File: src/inc/tune_pkg.sv
// Constants shared by the fractional-N tuning control block.
`default_nettype none
package tune_pkg;
    // **********************************************************************
    // Register addresses on the write port
    // **********************************************************************
    localparam logic [4:0] ADDR_REF_RATIO = 5'h02;
    localparam logic [4:0] ADDR_INT_DIV   = 5'h03;
    localparam logic [4:0] ADDR_FRAC_DIV  = 5'h04;
    localparam logic [4:0] ADDR_FORWARD   = 5'h05;
    localparam logic [4:0] ADDR_MODE      = 5'h06;
    localparam logic [4:0] ADDR_PUMP      = 5'h09;
    localparam logic [4:0] ADDR_COMPARE   = 5'h0B;
    // **********************************************************************
    // Field positions
    // **********************************************************************
    localparam int MODE_MOD_EN_BIT  = 11;
    localparam int MODE_BYPASS_BIT  = 7;
    localparam int PUMP_DN_LSB      = 0;
    localparam int PUMP_UP_LSB      = 7;
    localparam int PUMP_OFS_LSB     = 14;
    localparam int PUMP_OFS_UP_BIT  = 21;
    localparam int PUMP_OFS_DN_BIT  = 22;
    localparam int GUARD_LSB        = 7;
    localparam int FWD_ADDR_LSB     = 3;
    localparam int FWD_DATA_LSB     = 7;
    localparam logic [3:0] SUB_OUT_DIV = 4'h2;
    localparam logic [3:0] SUB_DOUBLER = 4'h3;
    // **********************************************************************
    // Limits and reset values
    // **********************************************************************
    localparam logic [18:0] INT_MIN_INTEGER  = 19'h0_0010;
    localparam logic [18:0] INT_MIN_FRAC     = 19'h0_0014;
    localparam logic [18:0] INT_MAX_FRAC     = 19'h7_FFFC;
    localparam logic [5:0]  OUT_DIV_MAX      = 6'h3E;
    localparam logic [13:0] RST_REF_RATIO    = 14'h0001;
    localparam logic [18:0] RST_INT_DIV      = 19'h0_0038;
    localparam logic [23:0] RST_FRAC_DIV     = 24'h00_0000;
    localparam logic [11:0] RST_MODE         = 12'h080;
    localparam logic [22:0] RST_PUMP         = 23'h00_0000;
    localparam logic [1:0]  RST_GUARD        = 2'h0;
    localparam logic [5:0]  RST_OUT_DIV      = 6'h01;
    // **********************************************************************
    // Output scaling codes and phase-error thresholds of the guard
    // **********************************************************************
    typedef enum logic [1:0] {K_FUND = 2'b00, K_DOUBLE = 2'b01, K_DIVIDE = 2'b10} out_k_e;
    localparam logic [7:0] GUARD_TH1 = 8'h60;
    localparam logic [7:0] GUARD_TH2 = 8'h90;
    localparam logic [7:0] GUARD_TH3 = 8'hC0;
endpackage
`default_nettype wire

File: src/hw/tune_ctrl.sv
// Mode, divider, pump gain, offset and slip-guard control of a fractional-N synthesizer.
// Summary of operation
// - Slip guard boosts comparator gain while phase error exceeds the guard threshold.
// - Down gain sits in pump bits 6:0, up gain in bits 13:7.
// - Pump bit 21 adds offset to up pump, bit 22 to down pump.
// - Offset magnitude is pump bits 20:14, five microamps per step.
// - Oscillator stays in its fundamental band; band choice is calibrated automatically.
// - Subsystem register 2 bits 5:0 select even output divide 2 to 62.
// - Subsystem register 3 bit 0 set doubles the oscillator frequency.
// - Mode bit 11 clear and bit 7 set select integer mode.
// - Mode bit 11 set and bit 7 clear select fractional mode.
// - Integer mode accepts divide 16 up to 2^19-1 and ignores fraction.
// - Subsystem registers are written only through forwarding register 5.
// - Output frequency is oscillator over k: half, one, or the divider.
// - Fractional mode integer divide must lie from 20 to 524284.
// - Fraction is register 4 over two to the twenty-fourth.
// - Comparator rate is reference rate divided by register 2 ratio.
`timescale 1ns/100ps
`default_nettype none
module tune_ctrl
    import tune_pkg::*;
#(
    parameter int REF_W = 14
)
(
    input  wire logic              CLK,
    input  wire logic              RESETN,
    input  wire logic              WR_STROBE,
    input  wire logic [4:0]        WR_ADDR,
    input  wire logic [23:0]       WR_DATA,
    input  wire logic              REF_EDGE,
    input  wire logic [7:0]        PHASE_ERROR,
    output var  logic              PD_TICK,
    output var  logic              INT_MODE,
    output var  logic              FRAC_MODE,
    output var  logic [18:0]       N_INT,
    output var  logic [23:0]       N_FRAC,
    output var  logic              N_RANGE_ERROR,
    output var  logic [6:0]        PUMP_DOWN_GAIN,
    output var  logic [6:0]        PUMP_UP_GAIN,
    output var  logic [6:0]        OFFSET_MAG,
    output var  logic              OFFSET_UP_EN,
    output var  logic              OFFSET_DOWN_EN,
    output var  logic [1:0]        CYCLE_SLIP_GUARD,
    output var  logic              GAIN_BOOST,
    output var  logic [5:0]        OUT_DIV,
    output var  logic              DOUBLER_EN,
    output var  logic [1:0]        OUT_K
);
    import tune_pkg::*;

    // **********************************************************************
    // Parameter check
    // **********************************************************************
    // The reference counter and its reset value need a width from 1 to 14 bits.
    if (REF_W < 1 || REF_W > 14)
    begin : g_ref_w_check
        $error("REF_W must lie between 1 and 14.");
    end

    // **********************************************************************
    // Register file written by software
    // **********************************************************************
    // Writes are taken on any clock edge with the strobe high and land in staging
    // registers only. Apart from the reference ratio, which the comparator divider uses at
    // once, nothing reaches the outputs until the next comparator tick copies the set, so a half-written setting never steers the
    // dividers. Unmapped addresses are ignored, a reference ratio of zero is refused,
    // and the forwarding word carries the subsystem address in bits 6:3 and its
    // payload in bits 12:7. A refused word leaves the staged value as it was, so
    // software sees no sign of it on the outputs.
    logic [REF_W-1:0] ref_ratio_reg;
    logic [18:0]      int_div_reg;
    logic [23:0]      frac_div_reg;
    logic [11:0]      mode_reg;
    logic [22:0]      pump_reg;
    logic [1:0]       guard_reg;
    logic [5:0]       out_div_reg;
    logic             doubler_reg;

    // **********************************************************************
    // Helper functions
    // **********************************************************************
    // An output divider code is legal when it is 1 for the fundamental or an even
    // ratio from 2 up to the largest ratio; anything else would put an odd or
    // zero divide on the output path.
    function automatic logic div_code_ok(input logic [5:0] code);
        logic ok;
        ok = (code == 6'h01) || (!code[0] && (code != 6'h00) && (code <= OUT_DIV_MAX));
        return ok;
    endfunction

    // The integer ratio is checked against the limits of the selected mode; a mode
    // code that is neither integer nor fractional is always reported as an error.
    function automatic logic ratio_bad(input logic int_m, input logic frac_m, input logic [18:0] ratio);
        logic bad;
        bad = 1'b1;
        if (int_m)
        begin
            bad = (ratio < INT_MIN_INTEGER);
        end
        else if (frac_m)
        begin
            bad = (ratio < INT_MIN_FRAC) || (ratio > INT_MAX_FRAC);
        end
        return bad;
    endfunction

    // Address decode of the write port. Only one register is written per strobe,
    // since the addresses are distinct.
    wire wr_ref   = WR_STROBE && (WR_ADDR == ADDR_REF_RATIO);
    wire wr_int   = WR_STROBE && (WR_ADDR == ADDR_INT_DIV);
    wire wr_frac  = WR_STROBE && (WR_ADDR == ADDR_FRAC_DIV);
    wire wr_fwd   = WR_STROBE && (WR_ADDR == ADDR_FORWARD);
    wire wr_mode  = WR_STROBE && (WR_ADDR == ADDR_MODE);
    wire wr_pump  = WR_STROBE && (WR_ADDR == ADDR_PUMP);
    wire wr_guard = WR_STROBE && (WR_ADDR == ADDR_COMPARE);

    // Forwarded subsystem write: target register and payload.
    wire [3:0] fwd_addr = WR_DATA[FWD_ADDR_LSB +: 4];
    wire [5:0] fwd_data = WR_DATA[FWD_DATA_LSB +: 6];
    // Only even ratios up to 62, or 1 for the fundamental, are accepted.
    wire fwd_div_ok = div_code_ok(fwd_data);
    wire wr_sub_div = wr_fwd && (fwd_addr == SUB_OUT_DIV) && fwd_div_ok;
    wire wr_sub_dbl = wr_fwd && (fwd_addr == SUB_DOUBLER);
    // A ratio of zero would stall the comparator divider, so it is refused.
    wire ref_ok     = (WR_DATA[REF_W-1:0] != '0);

    // Software staging registers; main registers hold raw words. A word written
    // twice before a tick keeps only its last value.
    always_ff @(posedge CLK or negedge RESETN)
    begin
        if (!RESETN)
        begin
            ref_ratio_reg <= REF_W'(RST_REF_RATIO);
            int_div_reg   <= RST_INT_DIV;
            frac_div_reg  <= RST_FRAC_DIV;
            mode_reg      <= RST_MODE;
            pump_reg      <= RST_PUMP;
            guard_reg     <= RST_GUARD;
        end
        else
        begin
            if (wr_ref && ref_ok)
                ref_ratio_reg <= WR_DATA[REF_W-1:0];
            if (wr_int)
                int_div_reg <= WR_DATA[18:0];
            if (wr_frac)
                frac_div_reg <= WR_DATA;
            if (wr_mode)
                mode_reg <= WR_DATA[11:0];
            if (wr_pump)
                pump_reg <= WR_DATA[22:0];
            if (wr_guard)
                guard_reg <= WR_DATA[GUARD_LSB +: 2];
        end
    end

    // Subsystem registers reachable only through the forwarding address. An
    // illegal divider code is dropped before this point, so the output path never
    // holds an odd or zero ratio even for one comparator period.
    always_ff @(posedge CLK or negedge RESETN)
    begin
        if (!RESETN)
        begin
            out_div_reg <= RST_OUT_DIV;
            doubler_reg <= 1'b0;
        end
        else
        begin
            if (wr_sub_div)
                out_div_reg <= fwd_data;
            if (wr_sub_dbl)
                doubler_reg <= fwd_data[0];
        end
    end

    // **********************************************************************
    // Comparator rate divider
    // **********************************************************************
    // The counter runs on reference edges only. The wrap test uses greater-or-equal
    // so that a ratio written below the present count ends the cycle at once
    // instead of letting the counter run round its whole range.
    logic [REF_W-1:0] ref_cnt_reg;
    logic [REF_W-1:0] ref_cnt_next;
    wire              ref_wrap = (ref_cnt_reg >= ref_ratio_reg - REF_W'(1));

    // One comparator tick per ratio reference edges.
    assign ref_cnt_next = ref_wrap ? '0 : ref_cnt_reg + REF_W'(1);

    // Counts reference edges and emits the comparator enable pulse.
    // The pulse is registered, so it trails its reference edge by one clock.
    always_ff @(posedge CLK or negedge RESETN)
    begin
        if (!RESETN)
        begin
            ref_cnt_reg <= '0;
            PD_TICK     <= 1'b0;
        end
        else
        begin
            PD_TICK <= REF_EDGE && ref_wrap;
            if (REF_EDGE)
                ref_cnt_reg <= ref_cnt_next;
        end
    end

    // **********************************************************************
    // Decoding of the staged settings
    // **********************************************************************
    wire mod_en   = mode_reg[MODE_MOD_EN_BIT];
    wire mod_byp  = mode_reg[MODE_BYPASS_BIT];
    wire int_sel  = !mod_en && mod_byp;
    wire frac_sel = mod_en && !mod_byp;

    // Integer ratio limits differ by mode; other mode codes flag an error.
    wire range_err = ratio_bad(int_sel, frac_sel, int_div_reg);

    // Fraction counts only in fractional mode.
    wire [23:0] frac_eff = frac_sel ? frac_div_reg : 24'h00_0000;

    // Output scaling: doubler first, else divider, else fundamental. The doubler
    // wins over the divider so that enabling it alone is enough to move the output
    // above the fundamental band without first clearing the divider.
    wire [1:0] k_sel = doubler_reg ? K_DOUBLE :
                       (out_div_reg == 6'h01) ? K_FUND : K_DIVIDE;

    // **********************************************************************
    // Settings committed on the comparator tick
    // **********************************************************************
    // Every setting but the reference ratio switches on one comparator edge so the dividers never see a mix
    // of old and new values. The cost is latency: a write waits up to one full
    // comparator period, plus one clock, before it shows on the outputs. Reset
    // values match the staged reset words, so the first tick changes nothing
    // unless software has written in the meantime.
    always_ff @(posedge CLK or negedge RESETN)
    begin
        if (!RESETN)
        begin
            INT_MODE         <= 1'b1;
            FRAC_MODE        <= 1'b0;
            N_INT            <= RST_INT_DIV;
            N_FRAC           <= RST_FRAC_DIV;
            N_RANGE_ERROR    <= 1'b0;
            PUMP_DOWN_GAIN   <= 7'h00;
            PUMP_UP_GAIN     <= 7'h00;
            OFFSET_MAG       <= 7'h00;
            OFFSET_UP_EN     <= 1'b0;
            OFFSET_DOWN_EN   <= 1'b0;
            CYCLE_SLIP_GUARD <= RST_GUARD;
            OUT_DIV          <= RST_OUT_DIV;
            DOUBLER_EN       <= 1'b0;
            OUT_K            <= K_FUND;
        end
        else if (PD_TICK)
        begin
            INT_MODE         <= int_sel;
            FRAC_MODE        <= frac_sel;
            N_INT            <= int_div_reg;
            N_FRAC           <= frac_eff;
            N_RANGE_ERROR    <= range_err;
            PUMP_DOWN_GAIN   <= pump_reg[PUMP_DN_LSB +: 7];
            PUMP_UP_GAIN     <= pump_reg[PUMP_UP_LSB +: 7];
            OFFSET_MAG       <= pump_reg[PUMP_OFS_LSB +: 7];
            OFFSET_UP_EN     <= pump_reg[PUMP_OFS_UP_BIT];
            OFFSET_DOWN_EN   <= pump_reg[PUMP_OFS_DN_BIT];
            CYCLE_SLIP_GUARD <= guard_reg;
            OUT_DIV          <= out_div_reg;
            DOUBLER_EN       <= doubler_reg;
            OUT_K            <= k_sel;
        end
    end

    // **********************************************************************
    // Cycle-slip guard
    // **********************************************************************
    // Threshold chosen by the committed guard code; code zero turns the guard off.
    // The guard reads the committed code rather than the staged one, so a new
    // threshold starts at the same comparator edge as the gains it boosts.
    function automatic logic over_threshold(input logic [1:0] code, input logic [7:0] err);
        logic hit;
        hit = 1'b0;
        unique case (code)
            2'b00: hit = 1'b0;
            2'b01: hit = (err > GUARD_TH1);
            2'b10: hit = (err > GUARD_TH2);
            2'b11: hit = (err > GUARD_TH3);
        endcase
        return hit;
    endfunction

    wire boost_next = over_threshold(CYCLE_SLIP_GUARD, PHASE_ERROR);

    // Gain boost is momentary: it follows the error and drops once at or below threshold.
    always_ff @(posedge CLK or negedge RESETN)
    begin
        if (!RESETN)
            GAIN_BOOST <= 1'b0;
        else
            GAIN_BOOST <= boost_next;
    end

endmodule
`default_nettype wire

File: config.mk
export PLATFORM = sky130hd
export DESIGN_NAME = tune_ctrl
export DESIGN_NICKNAME = d
export VERILOG_FILES = /design/src/inc/tune_pkg.sv /design/src/hw/tune_ctrl.sv
export SDC_FILE = /design/constraint.sdc
export NUM_CORES = 1
export LEC_CHECK = 0
export ABC_CLOCK_PERIOD_IN_PS = 3540
export BUFFER_PORTS_ARGS = -buffer_cell sky130_fd_sc_hd__buf_2
export CAP_MARGIN = 30
export CORE_AREA = 5 5 131 133
export CTS_BUF_LIST = sky130_fd_sc_hd__clkbuf_8
export CTS_CLUSTER_SIZE = 16
export DETAILED_ROUTE_END_ITERATION = 12
export DIE_AREA = 0 0 136 138
export GPL_TIMING_DRIVEN = 0
export PLACE_DENSITY = 0.8
export SETUP_SLACK_MARGIN = 0.5
export SLEW_MARGIN = 25
export SYNTH_ARGS = -nofsm -noshare
export SYNTH_HDL_FRONTEND = slang
export SYNTH_SLANG_ARGS = --single-unit
File: constraint.sdc
create_clock -name CLK -period 3.54 [get_ports CLK]
set_input_delay 0 -clock CLK [delete_from_list [all_inputs] [get_ports CLK]]
set_output_delay 0 -clock CLK [all_outputs]
set_load 0.01 [all_outputs]
Yosys cells after proc, flatten, opt, wreduce, memory -nomap -nowiden
Cells that the tools add are included.
Word-level totals
  register bits: 197
  input port bits: 41
  output and inout bits: 82
Operators by class
  $add $sub $neg: 2
  magnitude comparators: 8
  equality and inequality tests: 14
  muxes and demuxes: 7
  reductions and logical operators: 24
Operator list (number)
  less-than comparator 19 x 5 -> 1 bit, second input constant: 2
  two-way mux 24 bit: 1
  greater-than comparator 19 bit, second input constant: 1
  greater-than comparator 8 bit, second input constant: 2
  logical AND 1 bit: 16
  == test 5 x 3 -> 1 bit, second input constant: 3
  adder 14 x 1 -> 14 bit, second input constant: 1
  >= comparator 14 bit: 1
  two-way mux 14 bit: 1
  nonzero test 14 bit: 1
  subtractor 14 x 1 -> 14 bit, second input constant: 1
  == test 6 x 1 -> 1 bit, second input constant: 2
  == test 5 x 2 -> 1 bit, second input constant: 2
  == test 5 x 4 -> 1 bit, second input constant: 2
  == test 4 x 2 -> 1 bit, second input constant: 2
  greater-than comparator 8 x 7 -> 1 bit, second input constant: 1
  less-or-equal comparator 6 bit, second input constant: 1
  nonzero test 6 bit: 1
  == test 2 bit, second input constant: 2
  two-way mux 2 bit: 2
  case mux 1 bit (4 select lines): 1
  zero test 1 bit: 3
  == test 2 x 1 -> 1 bit, second input constant: 1
  zero test 2 bit: 1
  other kinds (2): 4

Depth between registers and ports, before layout
  depth after elaboration: 5
  mapped depth: 13
  gate-level depth less buffers: 12

Worst setup path after synthesis
No wires, ideal clock.
  path kind: register to register
  from: register ref_ratio_reg[2]
  to: register ref_cnt_reg[10]
  setup time: 132 ps
  arrival time: 3005 ps
  path slack: 403 ps
  stages on the path, launching flop included: 13
  buffers on the path: 1
  clock period less this slack: 3137 ps
  cell sequence: dfrtp_1 -> nor4_1 -> nand2_1 -> or4_1 -> nor4_1 -> xnor2_1 -> ha_1 -> nand4_1 -> nor2_1 -> o311ai_0 -> a21boi_0 -> clkbuf_1 -> nor2_1
Between the ends
  longest elaborated chain between the ends: 3
RTL lines
  start: declaration: line tune_ctrl.sv:71  | logic [REF_W-1:0] ref_ratio_reg;
  start signal: assignment: line tune_ctrl.sv:134  | ref_ratio_reg <= REF_W'(RST_REF_RATIO);
  start signal: assignment: line tune_ctrl.sv:144  | ref_ratio_reg <= WR_DATA[REF_W-1:0];
  subtractor 14 x 1 -> 14 bit: line tune_ctrl.sv:185  | wire ref_wrap = (ref_cnt_reg >= ref_ratio_reg - REF_W'(1));
  >= comparator 14 bit: line tune_ctrl.sv:185
  two-way mux 14 bit: line tune_ctrl.sv:188  | assign ref_cnt_next = ref_wrap ? '0 : ref_cnt_reg + REF_W'(1);
  end signal: assignment: line tune_ctrl.sv:203  | ref_cnt_reg <= ref_cnt_next;
  end: declaration: line tune_ctrl.sv:183  | logic [REF_W-1:0] ref_cnt_reg;
Every way passes these cells.
A chain may end at the register's enable or synchronous reset.

Worst setup path after layout
  from: register ref_ratio_reg[5]
  to: register ref_cnt_reg[11]
Same word-level chain as after synthesis.

==> metrics.md <==
| Metric | Value |
|---|---|
| Status | `finished, final reports clean` |
| Synth Cell Area | `0.00775 mm²` |
| GRT Overall Usage | `20.4%` |
| Most common cell after layout, fill and taps aside | `dfrtp_1` |
| Synth Flop Type | `dfrtp_1` |
| FFs w/ async S/R, synth | `100%` |
| Dpl hpwl | `13.4 mm` |
| Worst-path clk slew | `0.09 ns` |
| RSZ-0062 raised after global routing | `yes` |
| Net Sw Frac | `31.8%` |
| Crit-path max cell delay | `0.47 ns` |
| Leakage power | `4.74 nW` |
| Hold Path Depth | `4` |
| Endpoints failing setup | `0` |
| Std-Cell Rows | `46` |
| Sequential power share | `49.6%` |
| Switch Pwr | `1.96 mW` |
| Final Non-Filler Cells | `968` |
| FF-to-FF path depth | `12` |
| CP max-delay cell | `or4_4` |
| CP Launch Type | `flip-flop` |
| Post-route setup slack | `0.499 ns` |
| Worst setup EP type | `flip-flop` |
| CP arrival | `3.39 ns` |
| Sequential area share after synthesis | `60.3%` |
| Most Frequent Cell on Critical Path | `nor4_4` |
| DR iter-0 viols | `301` |
| Hold Path Class | `input pin to flip-flop` |
| PD cells | `648 mW/mm²` |
| Root buffer cell | `clkbuf_8` |
| Clk pwr share | `23.1%` |
| Critical path peak fanout | `5` |
| Clk_skew | `0.0186 ns` |
| Worst reg2reg path startpoint | `ref_ratio_reg[5]` |
| Slew headroom | `37.9%` |
| Drt total wl | `19.0 mm` |
| Max Slew Vio Count | `0` |
| R2R Setup Slk | `0.50 ns` |
| Die Y | `138 µm` |
| Syn. warnings | `0` |
| Initial antenna violation count | `0` |
| Routability Congestion | `0.831` |
| Dpl cells | `895` |
| Placed inst area | `0.00867 mm²` |
| Vias per inst | `5.46` |
| Max Cap Viol | `0` |
| Fraction of layout cells with a size suffix above 1 | `45.3%` |
| Initial Utilization | `49.3%` |
| Post-route cell area | `0.00955 mm²` |
| CORE AREA | `0.0157 mm²` |
| P&R area growth vs syn | `23.3%` |
| DRT Pass-1 Iters | `4` |
| Post-DRT Antenna Nets | `0` |
| DRC | `0` |
| Via count | `5282` |
| Post-layout net count | `794` |
| Clock Latency Late Sink | `0.47 ns` |
| Total gr overflow | `0` |
| Synth cell types | `43` |
| Flip-flop and latch area | `0.00467 mm²` |
| Cells after Synth | `556` |
| WL per Instance | `19.7 µm` |
| Tcrit/Tclk final | `85.9%` |
| Hold path start | `WR_ADDR[2]` |
| Critical setup path kind | `flip-flop to flip-flop` |
| CTS tree | `yes` |
| I/O pins | `123` |
| Combinational power share | `27.3%` |
| Synth Register Bits | `186` |
| Htree depth | `4` |
| Vias in the first global route | `5637` |
| Post-route minimum period | `3.04 ns` |
| Cell Chain, Critical Path | `nor4_4 -> nand2_2 -> or4_4 -> nor4_4 -> xnor2_1 -> ha_1 -> nand4_1 -> nor2_2 -> o311ai_4 -> a21boi_2 -> buf_6 -> nor2_1` |
| Num CTS Buffers | `17` |
| Maximum clock path buffer count | `2` |
| Worst VDD drop | `0.000394 V` |
| Req. time, crit path | `3.89 ns` |
| Worst-Margin Slew | `0.929 ns` |
| Hold Path Sink | `mode_reg[11]` |
| EDFF count, synth | `0` |
| Syn Nets | `613` |
| Die X | `136 µm` |
| Commonest non-fill, non-tap cells in the layout | `172 x dfrtp_1, 140 x mux2_2, 123 x buf_2` |
| Int Pwr | `4.22 mW` |
| Fmax | `329 MHz` |
| Die area | `0.0188 mm²` |
| Finished Core Util | `60.8%` |
| First-pass GRT wire length | `30.2 mm` |
| Reg-to-reg critical path endpoint | `ref_cnt_reg[11]` |
| Clock Sinks | `186` |
| Setup WS pre-CTS | `0.0497 ns` |
| Syn Area/Cell | `13.9 µm²` |
| Pin count of the biggest net entering global routing | `98` |
| # port buffers | `122` |
| Filler cells | `1187` |
| Hold Violations, Final | `0` |
| Multi-input logic area | `0.00304 mm²` |
| Pwr Total | `6.19 mW` |
[kinds of logic (layout without fill, tap and decap cells)]
group | Yosys count | count (layout) | synth area share [%]
AO/OA/AOI/OAI | 57 | 57 | 5.38
XOR/XNOR | 23 | 23 | 2.60
adder cells (fa/ha/maj) | 16 | 16 | 2.58
buffers and inverters | 31 | 225 | 1.63
flip-flops | 186 | 186 | 60.3
multiplexers | 140 | 140 | 20.4
other | 0 | 2 | 0
AND/OR/NAND/NOR | 103 | 103 | 7.19
[repair_timing]
action	in CTS	in global routing
hold buffers	32	0
pin swaps	3	12
gates cloned	1	0
setup buffers	1	5
endpoints found under the hold margin	191	0
resized for setup	11	20
setup endpoints to repair	15	15
[layer usage]
layer  part of all wire (%)  track usage (%)  vias up
li1                       -                -     2381
met1                     41             25.8     2717
met2                     51             34.4      151
met3                    5.4             4.46       33
met4                    2.3             7.32        0
met5                      0                0        -
[cells in the mapped netlist (3+ instances only)]
| library cell | count | area share (%) |
|---|---|---|
| nand2b_1 | 4 | 0.32 |
| nor4_1 | 8 | 0.65 |
| o21ai_0 | 10 | 0.65 |
| nor2_1 | 26 | 1.3 |
| nor2b_1 | 3 | 0.24 |
| a31oi_1 | 3 | 0.24 |
| mux2_2 | 140 | 20 |
| nor3_1 | 5 | 0.32 |
| inv_1 | 9 | 0.44 |
| dfrtp_1 | 175 | 57 |
| a22o_1 | 24 | 2.7 |
| nand3_1 | 7 | 0.45 |
| and2_1 | 3 | 0.24 |
| xnor2_1 | 10 | 1.1 |
| and3_1 | 4 | 0.32 |
| ha_1 | 16 | 2.6 |
| nand2_1 | 15 | 0.73 |
| nand4_1 | 13 | 1.0 |
| dfstp_2 | 11 | 3.7 |
| clkbuf_1 | 17 | 0.82 |
| xor2_1 | 13 | 1.5 |
| or4_1 | 5 | 0.48 |
| a21oi_1 | 8 | 0.52 |
[area by class of cell]
cell class | count | share of cell area (%)
clock buffer | 19 | 2.74
tap | 216 | 2.83
sequential | 186 | 48.9
clock inverter | 13 | 1.47
multi-input combinational | 339 | 31.9
timing repair buffer | 162 | 10.7
inverter | 9 | 0.354
antenna | 2 | 0.0524
buffer | 22 | 1.05
[worst max-delay path, delay by kind of cell, from the launching register on]
kind	cells	cell delay (ns)
flops	1	0.43
fa+ha+maj	1	0.31
xor+xnor	1	0.11
compound gates	2	0.42
simple gates	7	1.48
buf+inv	1	0.17
[per-stage QoR]
step	hold slack [ns]	TNS, ns
floorplan	-0.296	0
global placement	0.237	-30.11
detailed placement	0.0705	0
CTS	0.0149	0
global route	0.0373	0
finish	0.0330	0
[power by group through the flow]
stage	Combinational, mW	Clock [mW]	Sequential, mW
4_1_cts	1.64	1.43	3.06
5_1_grt	1.84	1.53	3.13
3_5_place_dp	1.56	0	3.08
6_report	1.69	1.43	3.07
2_1_floorplan	0.806	0	3.13
3_3_place_gp	1.48	0	3.04
[how the worst max path moves through the flow]
stage                     start         endpoint  cells after the start
2_1_floorplan  ref_ratio_reg[2]  ref_cnt_reg[10]                     12
3_3_place_gp             RESETN       N_FRAC[23]                      1
3_5_place_dp   ref_ratio_reg[2]  ref_cnt_reg[11]                     12
4_1_cts        ref_ratio_reg[3]   ref_cnt_reg[8]                     12
5_1_grt        ref_ratio_reg[5]   ref_cnt_reg[9]                     12
6_report       ref_ratio_reg[5]  ref_cnt_reg[11]                     12
(Power assumes the default switching activity.)
